===== config.mk =====
export PLATFORM = sky130hd
export DESIGN_NAME = sbabt_top
export DESIGN_NICKNAME = d
export VERILOG_FILES = /design/src/common/sbabt_pkg.sv /design/src/design/sbabt_top.sv
export VERILOG_INCLUDE_DIRS = /design/src /design/src/common
export SDC_FILE = /design/constraint.sdc
export NUM_CORES = 1
export LEC_CHECK = 0
export BUFFER_PORTS_ARGS = -buffer_cell sky130_fd_sc_hd__buf_4
export CELL_PAD_IN_SITES_DETAIL_PLACEMENT = 0
export CELL_PAD_IN_SITES_GLOBAL_PLACEMENT = 1
export CORE_MARGIN = 2
export CORE_UTILIZATION = 30
export CTS_CLUSTER_SIZE = 30
export DETAILED_ROUTE_END_ITERATION = 8
export GPL_TIMING_DRIVEN = 1
export HOLD_SLACK_MARGIN = 0.03
export PLACE_DENSITY = 0.69
export SLEW_MARGIN = 40
export SYNTH_ARGS = -nofsm -noshare
export SYNTH_HDL_FRONTEND = slang
export SYNTH_SLANG_ARGS = --single-unit
export TNS_END_PERCENT = 1

===== constraint.sdc =====
create_clock -name ref_clk -period 1.4 [get_ports ref_clk]
set_input_delay 0.14 -clock ref_clk [delete_from_list [all_inputs] [get_ports ref_clk]]
set_output_delay 0.14 -clock ref_clk [all_outputs]
set_load 0.01 [all_outputs]

===== src/common/sbabt_regs.svh =====
/*
  Register offsets, field positions, reset values and timing counts for the
  serial bus arbiter bit timer.
  Assumes inclusion by bare name from a package or module.
*/
`ifndef SBABT_REGS_SVH
`define SBABT_REGS_SVH

// register offsets on the plain register port
`define SBABT_ADDR_W          1
`define SBABT_OFF_CONTROL     1'h0
`define SBABT_OFF_COUNT_LOW   1'h1

// control register field positions
`define SBABT_BIT_COUNT_MSB   0
`define SBABT_BIT_OVERFLOW    1
`define SBABT_BIT_RUNNING     2
`define SBABT_BIT_DONE        3
`define SBABT_BIT_CLK_SEL     4
`define SBABT_BIT_LOST        5
`define SBABT_BIT_MODE_LOW    6
`define SBABT_BIT_MODE_HIGH   7

// reset values
`define SBABT_RST_MODE        2'h0
`define SBABT_RST_COUNT       9'h000

// arbitration sample points
`define SBABT_SAMPLE_BUSCLK   9'h038
`define SBABT_SAMPLE_PRESC    9'h008

// counter advances once every four source ticks
`define SBABT_DIV_RATIO       4
`define SBABT_DIV_W           2

`endif


===== src/common/sbabt_pkg.sv =====
/*
  Types for the serial bus arbiter bit timer.
  Assumes the constants header sits beside it.
*/
package sbabt_pkg;
  `include "sbabt_regs.svh"

  typedef enum logic [1:0] {
    SBABT_MODE_IDLE    = 2'h0,
    SBABT_MODE_MEASURE = 2'h1,
    SBABT_MODE_ARB     = 2'h2,
    SBABT_MODE_RSVD    = 2'h3
  } sbabt_mode_e;

  typedef enum logic [1:0] {
    SBABT_ST_WAIT,
    SBABT_ST_RUN,
    SBABT_ST_STOP
  } sbabt_state_e;

  typedef logic [8:0] sbabt_count_t;
endpackage


===== src/design/sbabt_top.sv =====
/*
  Serial bus arbiter bit timer: 9-bit counter with overflow, bit-time
  measurement and single-wire bus arbitration, behind a plain register port.
  Assumes the receive line, transmit output and prescaler tick are
  synchronous to ref_clk; the prescaler tick is a one-cycle pulse.
*/
`timescale 1ns/1ps
`include "sbabt_regs.svh"

// Overview of operation
// - nine-bit up-counter with sticky overflow flag
// - mode field: idle, measure, arbitrate, reserved
// - reset clears mode, clock select, flags, counter
// - lost flag cleared by writing zero high-bit
// - counter advances at source divided by four
// - prescaler source chosen outside this unit
// - done flag set on finish, control write clears
// - running flag mirrors counter counting
// - overflow flag set on wrap, control write clears
// - msb in control, low byte separate, control writes clear
// - idle mode holds counter cleared continuously
// - bus-clock measure: falling edge to falling edge
// - bus-clock measure: done at second falling edge
// - prescaler measure starts on low level
// - prescaler measure stops at rising edge
// - arbitration restarts counter on transmit rise, except when stopped with lost flag set
// - sample receive at 38h or 08h, low loses
// - lost flag forces transmit pin high
// - early transmit low resets, waits next rise
module sbabt_top
  import sbabt_pkg::*;
(
  input  wire logic                      ref_clk,
  input  wire logic                      rst_n,
  input  wire logic [`SBABT_ADDR_W-1:0]  regAddr,
  input  wire logic [7:0]                regWdata,
  input  wire logic                      regWrite,
  input  wire logic                      regRead,
  output logic      [7:0]                regRdata,
  input  wire logic                      prescTick,
  input  wire logic                      rxLine,
  input  wire logic                      txInternal,
  output logic                           txPin
);

  ////////////////////////////////////////////////////////////////////////
  // reset release

  logic rstMeta_r;
  logic rstSync_r;

  always_ff @(posedge ref_clk or negedge rst_n) begin
    if (!rst_n) begin
      rstMeta_r <= 1'b0;
      rstSync_r <= 1'b0;
    end else begin
      rstMeta_r <= 1'b1;
      rstSync_r <= rstMeta_r;
    end
  end

  ////////////////////////////////////////////////////////////////////////
  // receive synchroniser and edge detection

  logic rxMeta_r;
  logic rxSync_r;
  logic rxPrev_r;
  logic txPrev_r;

  // both stages reset to the idle high level, so that no false falling
  // edge follows the release of reset
  always_ff @(posedge ref_clk or negedge rstSync_r) begin
    if (!rstSync_r) begin
      rxMeta_r <= 1'b1;
      rxSync_r <= 1'b1;
    end else begin
      rxMeta_r <= rxLine;
      rxSync_r <= rxMeta_r;
    end
  end

  always_ff @(posedge ref_clk or negedge rstSync_r) begin
    if (!rstSync_r) begin
      rxPrev_r <= 1'b1;
    end else begin
      rxPrev_r <= rxSync_r;
    end
  end

  // the transmit output is already in this domain, so one stage is
  // enough to find its rising edge
  always_ff @(posedge ref_clk or negedge rstSync_r) begin
    if (!rstSync_r) begin
      txPrev_r <= 1'b1;
    end else begin
      txPrev_r <= txInternal;
    end
  end

  function automatic logic risingEdge(input logic prev,
                                      input logic now);
    risingEdge = ~prev & now;
  endfunction

  wire rxFall = rxPrev_r & ~rxSync_r;
  wire rxRise = risingEdge(rxPrev_r, rxSync_r);
  wire txRise = risingEdge(txPrev_r, txInternal);
  wire txLow  = ~txInternal;

  ////////////////////////////////////////////////////////////////////////
  // register decode

  function automatic logic addrHit(input logic [`SBABT_ADDR_W-1:0] a,
                                   input logic [`SBABT_ADDR_W-1:0] off);
    addrHit = (a == off);
  endfunction

  wire ctrlWrite = regWrite & addrHit(regAddr, `SBABT_OFF_CONTROL);
  wire ctrlRead  = regRead & addrHit(regAddr, `SBABT_OFF_CONTROL);
  wire lowRead   = regRead & addrHit(regAddr, `SBABT_OFF_COUNT_LOW);

  wire [1:0] wrMode   = {regWdata[`SBABT_BIT_MODE_HIGH],
                         regWdata[`SBABT_BIT_MODE_LOW]};
  wire       wrClkSel = regWdata[`SBABT_BIT_CLK_SEL];

  ////////////////////////////////////////////////////////////////////////
  // control state

  sbabt_mode_e  mode_r;
  logic         clkSel_r;
  logic         lost_r;
  logic         done_r;
  logic         ovfl_r;
  sbabt_count_t count_r;
  sbabt_state_e state_r;
  logic [`SBABT_DIV_W-1:0] div_r;

  // software must not write the reserved mode; it is treated as idle
  wire modeIdle    = (mode_r == SBABT_MODE_IDLE) ||
                     (mode_r == SBABT_MODE_RSVD);
  wire modeMeasure = (mode_r == SBABT_MODE_MEASURE);
  wire modeArb     = (mode_r == SBABT_MODE_ARB);

  // source tick: bus clock or external prescaler output, whose own
  // source selection lives in the configuration logic outside
  wire srcTick = clkSel_r ? prescTick : 1'b1;
  wire divWrap = srcTick &&
                 (div_r == `SBABT_DIV_W'(`SBABT_DIV_RATIO - 1));
  wire running = (state_r == SBABT_ST_RUN);
  wire advance = running & divWrap;

  wire [9:0] countSum = {1'b0, count_r} + 10'h001;
  wire       countCarry = advance & countSum[9];

  wire [8:0] samplePoint = clkSel_r ? `SBABT_SAMPLE_PRESC
                                    : `SBABT_SAMPLE_BUSCLK;
  wire sampleNow = modeArb & running & advance &
                   (countSum[8:0] == samplePoint);
  wire lostSet   = sampleNow & ~rxSync_r;

  // start and stop conditions in each measurement flavour
  wire measStop = modeMeasure & running &
                  (clkSel_r ? rxRise : rxFall);
  wire measStart = modeMeasure & (state_r == SBABT_ST_WAIT) &
                   (clkSel_r ? ~rxSync_r : rxFall);

  ////////////////////////////////////////////////////////////////////////
  // counter state machine

  sbabt_state_e state_nxt;
  sbabt_count_t count_nxt;

  always_comb begin
    state_nxt = state_r;
    count_nxt = advance ? countSum[8:0] : count_r;
    case (state_r)
      SBABT_ST_WAIT: begin
        if (measStart) begin
          state_nxt = SBABT_ST_RUN;
        end else if (modeArb & txRise) begin
          state_nxt = SBABT_ST_RUN;
          count_nxt = `SBABT_RST_COUNT;
        end
      end
      SBABT_ST_RUN: begin
        if (measStop) begin
          state_nxt = SBABT_ST_STOP;
          count_nxt = count_r;
        end else if (modeArb & txRise) begin
          count_nxt = `SBABT_RST_COUNT;
        end else if (modeArb & txLow) begin
          state_nxt = SBABT_ST_WAIT;
          count_nxt = `SBABT_RST_COUNT;
        end else if (modeArb & sampleNow) begin
          state_nxt = SBABT_ST_STOP;
        end
      end
      SBABT_ST_STOP: begin
        if (modeArb & txRise & ~lost_r) begin
          state_nxt = SBABT_ST_RUN;
          count_nxt = `SBABT_RST_COUNT;
        end
      end
      default: begin
        state_nxt = SBABT_ST_WAIT;
      end
    endcase
    if (modeIdle) begin
      state_nxt = SBABT_ST_WAIT;
      count_nxt = `SBABT_RST_COUNT;
    end
    if (ctrlWrite) begin
      state_nxt = SBABT_ST_WAIT;
      count_nxt = `SBABT_RST_COUNT;
    end
  end

  ////////////////////////////////////////////////////////////////////////
  // divider and counter registers

  // the divider is held clear while the counter is not running, so the first
  // step after a start from wait or stop always takes four full source ticks
  wire divClear = modeIdle | ctrlWrite | ~running;
  wire [`SBABT_DIV_W-1:0] div_nxt = divClear ? `SBABT_DIV_W'(0) :
                                    srcTick  ? div_r + `SBABT_DIV_W'(1) :
                                               div_r;

  always_ff @(posedge ref_clk or negedge rstSync_r) begin
    if (!rstSync_r) begin
      div_r <= '0;
    end else begin
      div_r <= div_nxt;
    end
  end

  always_ff @(posedge ref_clk or negedge rstSync_r) begin
    if (!rstSync_r) begin
      state_r <= SBABT_ST_WAIT;
    end else begin
      state_r <= state_nxt;
    end
  end

  always_ff @(posedge ref_clk or negedge rstSync_r) begin
    if (!rstSync_r) begin
      count_r <= `SBABT_RST_COUNT;
    end else begin
      count_r <= count_nxt;
    end
  end

  ////////////////////////////////////////////////////////////////////////
  // mode, clock select and flags

  always_ff @(posedge ref_clk or negedge rstSync_r) begin
    if (!rstSync_r) begin
      mode_r <= sbabt_mode_e'(`SBABT_RST_MODE);
    end else if (ctrlWrite) begin
      mode_r <= sbabt_mode_e'(wrMode);
    end
  end

  always_ff @(posedge ref_clk or negedge rstSync_r) begin
    if (!rstSync_r) begin
      clkSel_r <= 1'b0;
    end else if (ctrlWrite) begin
      clkSel_r <= wrClkSel;
    end
  end

  // flags set by hardware win over a clear in the same cycle
  wire lostClear = ctrlWrite & ~wrMode[1];
  wire doneClear = ctrlWrite;
  wire ovflClear = ctrlWrite;

  always_ff @(posedge ref_clk or negedge rstSync_r) begin
    if (!rstSync_r) begin
      lost_r <= 1'b0;
    end else if (lostSet) begin
      lost_r <= 1'b1;
    end else if (lostClear) begin
      lost_r <= 1'b0;
    end
  end

  always_ff @(posedge ref_clk or negedge rstSync_r) begin
    if (!rstSync_r) begin
      done_r <= 1'b0;
    end else if (measStop) begin
      done_r <= 1'b1;
    end else if (doneClear) begin
      done_r <= 1'b0;
    end
  end

  always_ff @(posedge ref_clk or negedge rstSync_r) begin
    if (!rstSync_r) begin
      ovfl_r <= 1'b0;
    end else if (countCarry) begin
      ovfl_r <= 1'b1;
    end else if (ovflClear) begin
      ovfl_r <= 1'b0;
    end
  end

  ////////////////////////////////////////////////////////////////////////
  // read data and transmit pin

  wire [7:0] ctrlView = {mode_r[1], mode_r[0], lost_r, clkSel_r,
                         done_r, running, ovfl_r, count_r[8]};
  wire [7:0] rdNext = ctrlRead ? ctrlView :
                      lowRead  ? count_r[7:0] : 8'h00;

  wire txPinNxt = txInternal | lost_r;

  always_ff @(posedge ref_clk or negedge rstSync_r) begin
    if (!rstSync_r) begin
      regRdata <= 8'h00;
    end else begin
      regRdata <= rdNext;
    end
  end

  // the pin idles high during reset so the bus is never held dominant
  always_ff @(posedge ref_clk or negedge rstSync_r) begin
    if (!rstSync_r) begin
      txPin <= 1'b1;
    end else begin
      txPin <= txPinNxt;
    end
  end

endmodule


Word level (Yosys, flattened, before mapping):

Index checks and enable logic that the tools add are counted.

* bits in registers: 34
* bits of input ports: 16
* output and inout bits: 9
* logic and storage cells: 104

* add/sub/neg operators: 2
* equality and inequality tests: 12
* multiplexer cells: 33
* bitwise gates (word level): 32
* reductions and logical operators: 9

Operators with widths (number)
* $mux 9: 9
* $pmux 9 s3: 1
* $mux 2: 11
* $and 1x1->1: 21
* $mux 8: 2
* $add 9x1->10 const B: 1
* $eq 9x6->1: 1
* $eq 2x2->1 const B: 4
* $mux 1: 8
* $ne 4x4->1 const B: 2
* $not 1->1: 8
* $reduce_bool 2->1: 4
* $mux 6: 1
* $ne 6x3->1 const B: 1
* $pmux 2 s3: 1
* $ne 5x4->1 const B: 1
* $ne 5x5->1 const B: 1
* $eq 2x1->1 const B: 2
* $logic_not 2->1: 2
* $reduce_and 4->1: 1
* $or 1x1->1: 3
* $add 2x1->2 const B: 1
* $logic_and 1x1->1: 1
* $logic_or 1x1->1: 1

Logic depth before layout (Yosys ltp):

* word-level depth: 13
* depth in mapped cells: 7
* mapped depth without buffers: 7

Worst setup path after synthesis:

OpenSTA, ideal clock, no wires.

* path kind: register -> register
* start point: reg count_r[0]
* end point: reg state_r[0]
* setup time: 120 ps
* arrival time: 1983 ps
* required time: 1280 ps
* path slack: -703 ps
* cell stages (with the launch flop): 7
* buffers on the path: 0
* clock period less this slack: 2103 ps
* cells stage by stage: dfrtp_1 -> ha_1 -> nand3_1 -> a221oi_1 -> or3_1 -> or4_4 -> a31o_1

* cells in the longest elaborated chain, start to end: 6

Ends and longest elaborated chain
* from (decl): line sbabt_top.sv:134 `sbabt_count_t count_r;`
* from (signal assigned): line sbabt_top.sv:246 `` count_r <= `SBABT_RST_COUNT; ``
* from (signal assigned): line sbabt_top.sv:248 `count_r <= count_nxt;`
* $add 9x1->10: line sbabt_top.sv:152 `wire [9:0] countSum = {1'b0, count_r} + 10'h001;`
* $eq 9x6->1: line sbabt_top.sv:158 `(countSum[8:0] == samplePoint);`
* $and 1x1->1: line sbabt_top.sv:157 `wire sampleNow = modeArb & running & advance &`
* $and 1x1->1: line sbabt_top.sv:194 `end else if (modeArb & sampleNow) begin`
* $ne 6x3->1 (no source line)
* $reduce_and 4->1 (no source line)
* to (signal assigned): line sbabt_top.sv:240 `state_r <= state_nxt;`
* to (decl): line sbabt_top.sv:135 `sbabt_state_e state_r;`

No other way between the ends.
A chain may end at the register's enable or synchronous reset.

Worst setup path after layout:

* start point: reg count_r[1]
* end point: reg state_r[0]

Same word-level chain as after synthesis.

==> impl_table.tex <==
\begin{tabular}{lr}
\hline
Metric & Value \\
\hline
\multicolumn{2}{l}{\textbf{Outcome}} \\
Status & finished with violations \\
Violated checks & negative setup slack \\
\multicolumn{2}{l}{\textbf{CTS}} \\
Clock latency on the worst-skew pair & 290 ps \\
Root Buffer & sky130\_fd\_sc\_hd\_\_clkbuf\_8 \\
CTS tree & yes \\
CTS HTree Levels & 2 \\
Deepest clock path buffer count & 2 \\
Clock transition at the registers of the reported paths & 70 ps \\
Clock net sink count & 34 \\
TritonCTS buffer count & 5 \\
\multicolumn{2}{l}{\textbf{Synthesis}} \\
Post-Synthesis Net Count & roughly 190 \\
Parity-gate share of the synthesized area counting xor and xnor cells & 4.916\% \\
Share of the synthesized area in the top cell type & 40.73\% \\
Share of async-settable or async-resettable flops after synthesis & 100.0\% \\
Number of library cell types mapped by synthesis & 46 \\
Cell types occupying the most area after synthesis & sky130\_fd\_sc\_hd\_\_dfrtp\_1 (41\%), sky130\_fd\_sc\_hd\_\_dfstp\_2 (7.4\%), sky130\_fd\_sc\_hd\_\_mux2i\_1 (5.6\%) \\
Compound-gate portion of the synthesized area & about 11\% \\
Share of cell area taken by muxes after synthesis & around 5.6\% \\
Most numerous cell in the Yosys netlist & sky130\_fd\_sc\_hd\_\_dfrtp\_1 \\
Post-synthesis cell type with the largest combined area & sky130\_fd\_sc\_hd\_\_dfrtp\_1 \\
Cells after Synth & 174 \\
Most frequent cells after synthesis & sky130\_fd\_sc\_hd\_\_dfrtp\_1 (29), sky130\_fd\_sc\_hd\_\_nor2\_1 (18), sky130\_fd\_sc\_hd\_\_nand2\_1 (12) \\
Mean Syn Cell Area & 10.24 um\^{}2 \\
Basic-gate share of the synthesized area counting and, or, nand and nor cells & 23.74\% \\
Sequential-to-total area share from yosys stat & 48.10\% \\
Adder-cell share of the synthesized area & 2.809\% \\
Netlist area before placement & 1782 um\^{}2 \\
Largest family of logic cells by synthesized area & simple AND/OR/NAND/NOR gates \\
Main flop type after synthesis & sky130\_fd\_sc\_hd\_\_dfrtp\_1 \\
Number of warnings issued by yosys & 0 \\
Synthesis-stage register bit count & 34 \\
EDFF count, synth & 0 \\
\multicolumn{2}{l}{\textbf{GRT}} \\
Global-route wire length before repair & between 7 and 8 mm \\
Grt ovf & 0 \\
GRT Overall Usage & 14.21\% \\
Via count of the first global-routing pass & 1,541 \\
Number of antenna violations at the first check in global routing & 0 \\
Largest net degree at the start of global routing & 33 \\
\multicolumn{2}{l}{\textbf{Worst setup path}} \\
Cell chain of the critical path & ha\_4 -> and4\_1 -> a221oi\_2 -> or3\_1 -> or4\_4 -> a31o\_1 \\
Slowest cell delay on critical path & roughly 500 ps \\
R2R cell count & 6 \\
Critical path origin & count\_r[1] \\
Worst Path Class, Setup & flip-flop to flip-flop \\
Slowest cell on crit path & sky130\_fd\_sc\_hd\_\_or4\_4 \\
Max Fanout on Critical Path & 5 \\
Startpoint of the most critical register-to-register path & count\_r[1] \\
Critical Path AT & 2120 ps \\
Crit path capture type & flip-flop \\
Endpoint required time on the critical path & 1580 ps \\
Critical Path Source Type & flip-flop \\
\multicolumn{2}{l}{\textbf{Timing}} \\
Pins Over Slew Limit & 0 \\
RSZ-0062 raised after global routing & true \\
Final critical path time including I/O delays and setup & 1936 ps \\
Setup violators final & 13 \\
Ratio of final minimum period to clock period & 138.3\% \\
Count of endpoints failing hold in the final timing report & 0 \\
Clock skew after layout & 8.372 ps \\
Fin Setup TNS & -5268 ps \\
Max Freq & 516.4 MHz \\
Final worst slack & -536.3 ps \\
\multicolumn{2}{l}{\textbf{Power}} \\
LEAKAGE & 1.180 nW \\
Highest ir drop seen on vdd & 0.0004954 V \\
Power density over the cells & approximately 950 nW/um\^{}2 \\
\multicolumn{2}{l}{\textbf{Floorplanning}} \\
Horiz. Die Dim & between 80 and 90 um \\
Overall die area & 6572 um\^{}2 \\
Die boundary height & 81.07 um \\
Effective utilization at floorplan & between 30\% and 40\% \\
Boundary Pins & 25 \\
Placeable core region & slightly below 6000 um\^{}2 \\
Std-Cell Rows & 28 \\
\multicolumn{2}{l}{\textbf{Drt}} \\
Count of antenna-violating nets left after detailed routing & 0 \\
First-pass iteration count of the detailed router & 4 \\
Routed WL & 4.113 mm \\
Count of routing violations after the opening detailed-route iteration & just under 60 \\
Remaining DRCs & 0 \\
Vias after detailed routing & 1,516 \\
Via count normalized by instance count & 4.622 \\
Detailed-route wire length per cell & 12.54 um \\
\multicolumn{2}{l}{\textbf{Place}} \\
HPWL after detailed placement & roughly 3.2 mm \\
GPL Wtd Cong & 0.7943 \\
Worst slack after detailed placement & -581.1 ps \\
Post-placement cell area & 2385 um\^{}2 \\
Count of port buffers added during placement & 19 \\
\multicolumn{2}{l}{\textbf{Cells and area}} \\
Layout cells sized above 1 & 42.29\% \\
Antenna cell count & 0 \\
Number of inserted filler cells in the final layout & between 500 and 600 \\
Total Nets Final & $\sim$270 \\
Post-route design area & 2619 um\^{}2 \\
Area growth from synthesis to final layout & 46.98\% \\
Area occupied by multi-input gates & 908.4 um\^{}2 \\
Core occupancy in the finished layout & 45.03\% \\
Register Area & 863.3 um\^{}2 \\
\multicolumn{2}{l}{\textbf{Hold path}} \\
Min-Delay Path Class & input pin to flip-flop \\
Min-delay src & regWdata[4] \\
Worst hold path stage count & 3 \\
\multicolumn{2}{l}{\textbf{Run}} \\
Max-capacitance violation count & 0 \\
\hline
\end{tabular}
path summary, 6_finish.rpt:
check                             end  slack [ps]
setup / recovery           state_r[0]        -540
hold / removal               clkSel_r          70
setup reg to reg           state_r[0]        -540
hold reg to reg              div_r[0]         260
max in group asynchronous       txPin         800
min in group asynchronous   rstMeta_r         170
worst max-delay path, delay by kind of cell, from the launching register on:
family / cells / cell delay [ps]
AO/OA/AOI/OAI: 2 / 250
adder cells (fa/ha/maj): 1 / 170
flip-flops: 1 / 410
AND/OR/NAND/NOR: 3 / 990
layer usage:
metal,up-vias,track usage [%],share of wire (%)
met4,0,6.441,1.2
li1,770,-,-
met3,5,3.000,4.0
met5,-,0,0
met2,36,22.64,45
met1,705,18.49,49
repair_timing:
item                                    in CTS  in global routing
pin swaps                                    2                  2
endpoints found under the setup margin      14                 16
hold buffers                                 3                  0
resized for setup                            4                  7
buffers inserted                             0                  4
endpoints found under the hold margin        4                  0
layout make-up:
class | count | share of cell area, %
clock buffer | 5 | 2.628
clock inverter | 3 | 2.628
tap | 75 | 3.583
multi-input combinational | 129 | 34.69
sequential | 34 | 32.97
timing repair buffer | 79 | 23.08
inverter | 3 | 0.4300
cells in the final DEF, fill, tap and decap left out, types with 2 or more instances in the layout:
| cell type | instances |
|---|---|
| sky130_fd_sc_hd__clkbuf_8 | 5 |
| sky130_fd_sc_hd__dfrtp_1 | 24 |
| sky130_fd_sc_hd__nor2_1 | 17 |
| sky130_fd_sc_hd__and4_1 | 2 |
| sky130_fd_sc_hd__nand2_1 | 12 |
| sky130_fd_sc_hd__nand3b_1 | 3 |
| sky130_fd_sc_hd__xnor2_1 | 10 |
| sky130_fd_sc_hd__nor2b_1 | 10 |
| sky130_fd_sc_hd__dfrtp_2 | 5 |
| sky130_fd_sc_hd__inv_1 | 3 |
| sky130_fd_sc_hd__nand3_1 | 6 |
| sky130_fd_sc_hd__o21ai_0 | 7 |
| sky130_fd_sc_hd__nor3b_1 | 2 |
| sky130_fd_sc_hd__nor3_1 | 3 |
| sky130_fd_sc_hd__dfstp_2 | 5 |
| sky130_fd_sc_hd__nand2b_1 | 4 |
| sky130_fd_sc_hd__o21ai_1 | 2 |
| sky130_fd_sc_hd__and2_1 | 2 |
| sky130_fd_sc_hd__buf_4 | 75 |
| sky130_fd_sc_hd__a21o_1 | 2 |
| sky130_fd_sc_hd__or3_1 | 2 |
| sky130_fd_sc_hd__and3_1 | 2 |
| sky130_fd_sc_hd__ha_1 | 3 |
| sky130_fd_sc_hd__mux2i_1 | 10 |
| sky130_fd_sc_hd__dlygate4sd3_1 | 3 |
| sky130_fd_sc_hd__a21oi_1 | 2 |
| sky130_fd_sc_hd__bufinv_16 | 2 |
| sky130_fd_sc_hd__nor4_1 | 3 |
report_power, final:
group	internal (W)	switching, W	leakage, nW
clock network	0.000713	0.000370	0.0683
logic	0.000185	0.000174	0.673
registers	0.00102	0.0000203	0.439
total	0.00192	0.000565	1.18
through the flow:
step | std cells | total power [W] | hold WS (ps)
CTS | 324 | 0.002503 | 69.49
global placement | 313 | 0.001395 | -77.57
floorplan | 174 | 0.001228 | -155.6
detailed placement | 313 | 0.001395 | -75.06
finish | 328 | 0.002485 | 68.70
global route | 328 | 0.002601 | 72.30
registers in the layout (all words and copies together), names as in the netlist, 2 cells and up:
register / cells
count_r: 9
div_r: 2
mode_r: 2
regRdata: 8
state_r: 2
kinds of logic after synthesis:
logic type | count (synthesis)
AOI/OAI and AO/OA | 27
xor gates and xnor gates | 10
adders and majority gates | 4
buffers and inverters | 11
DFF | 34
muxes | 10
other | 1
and+or+nand+nor | 77
No activity file was read; power rests on OpenSTA's default activity.
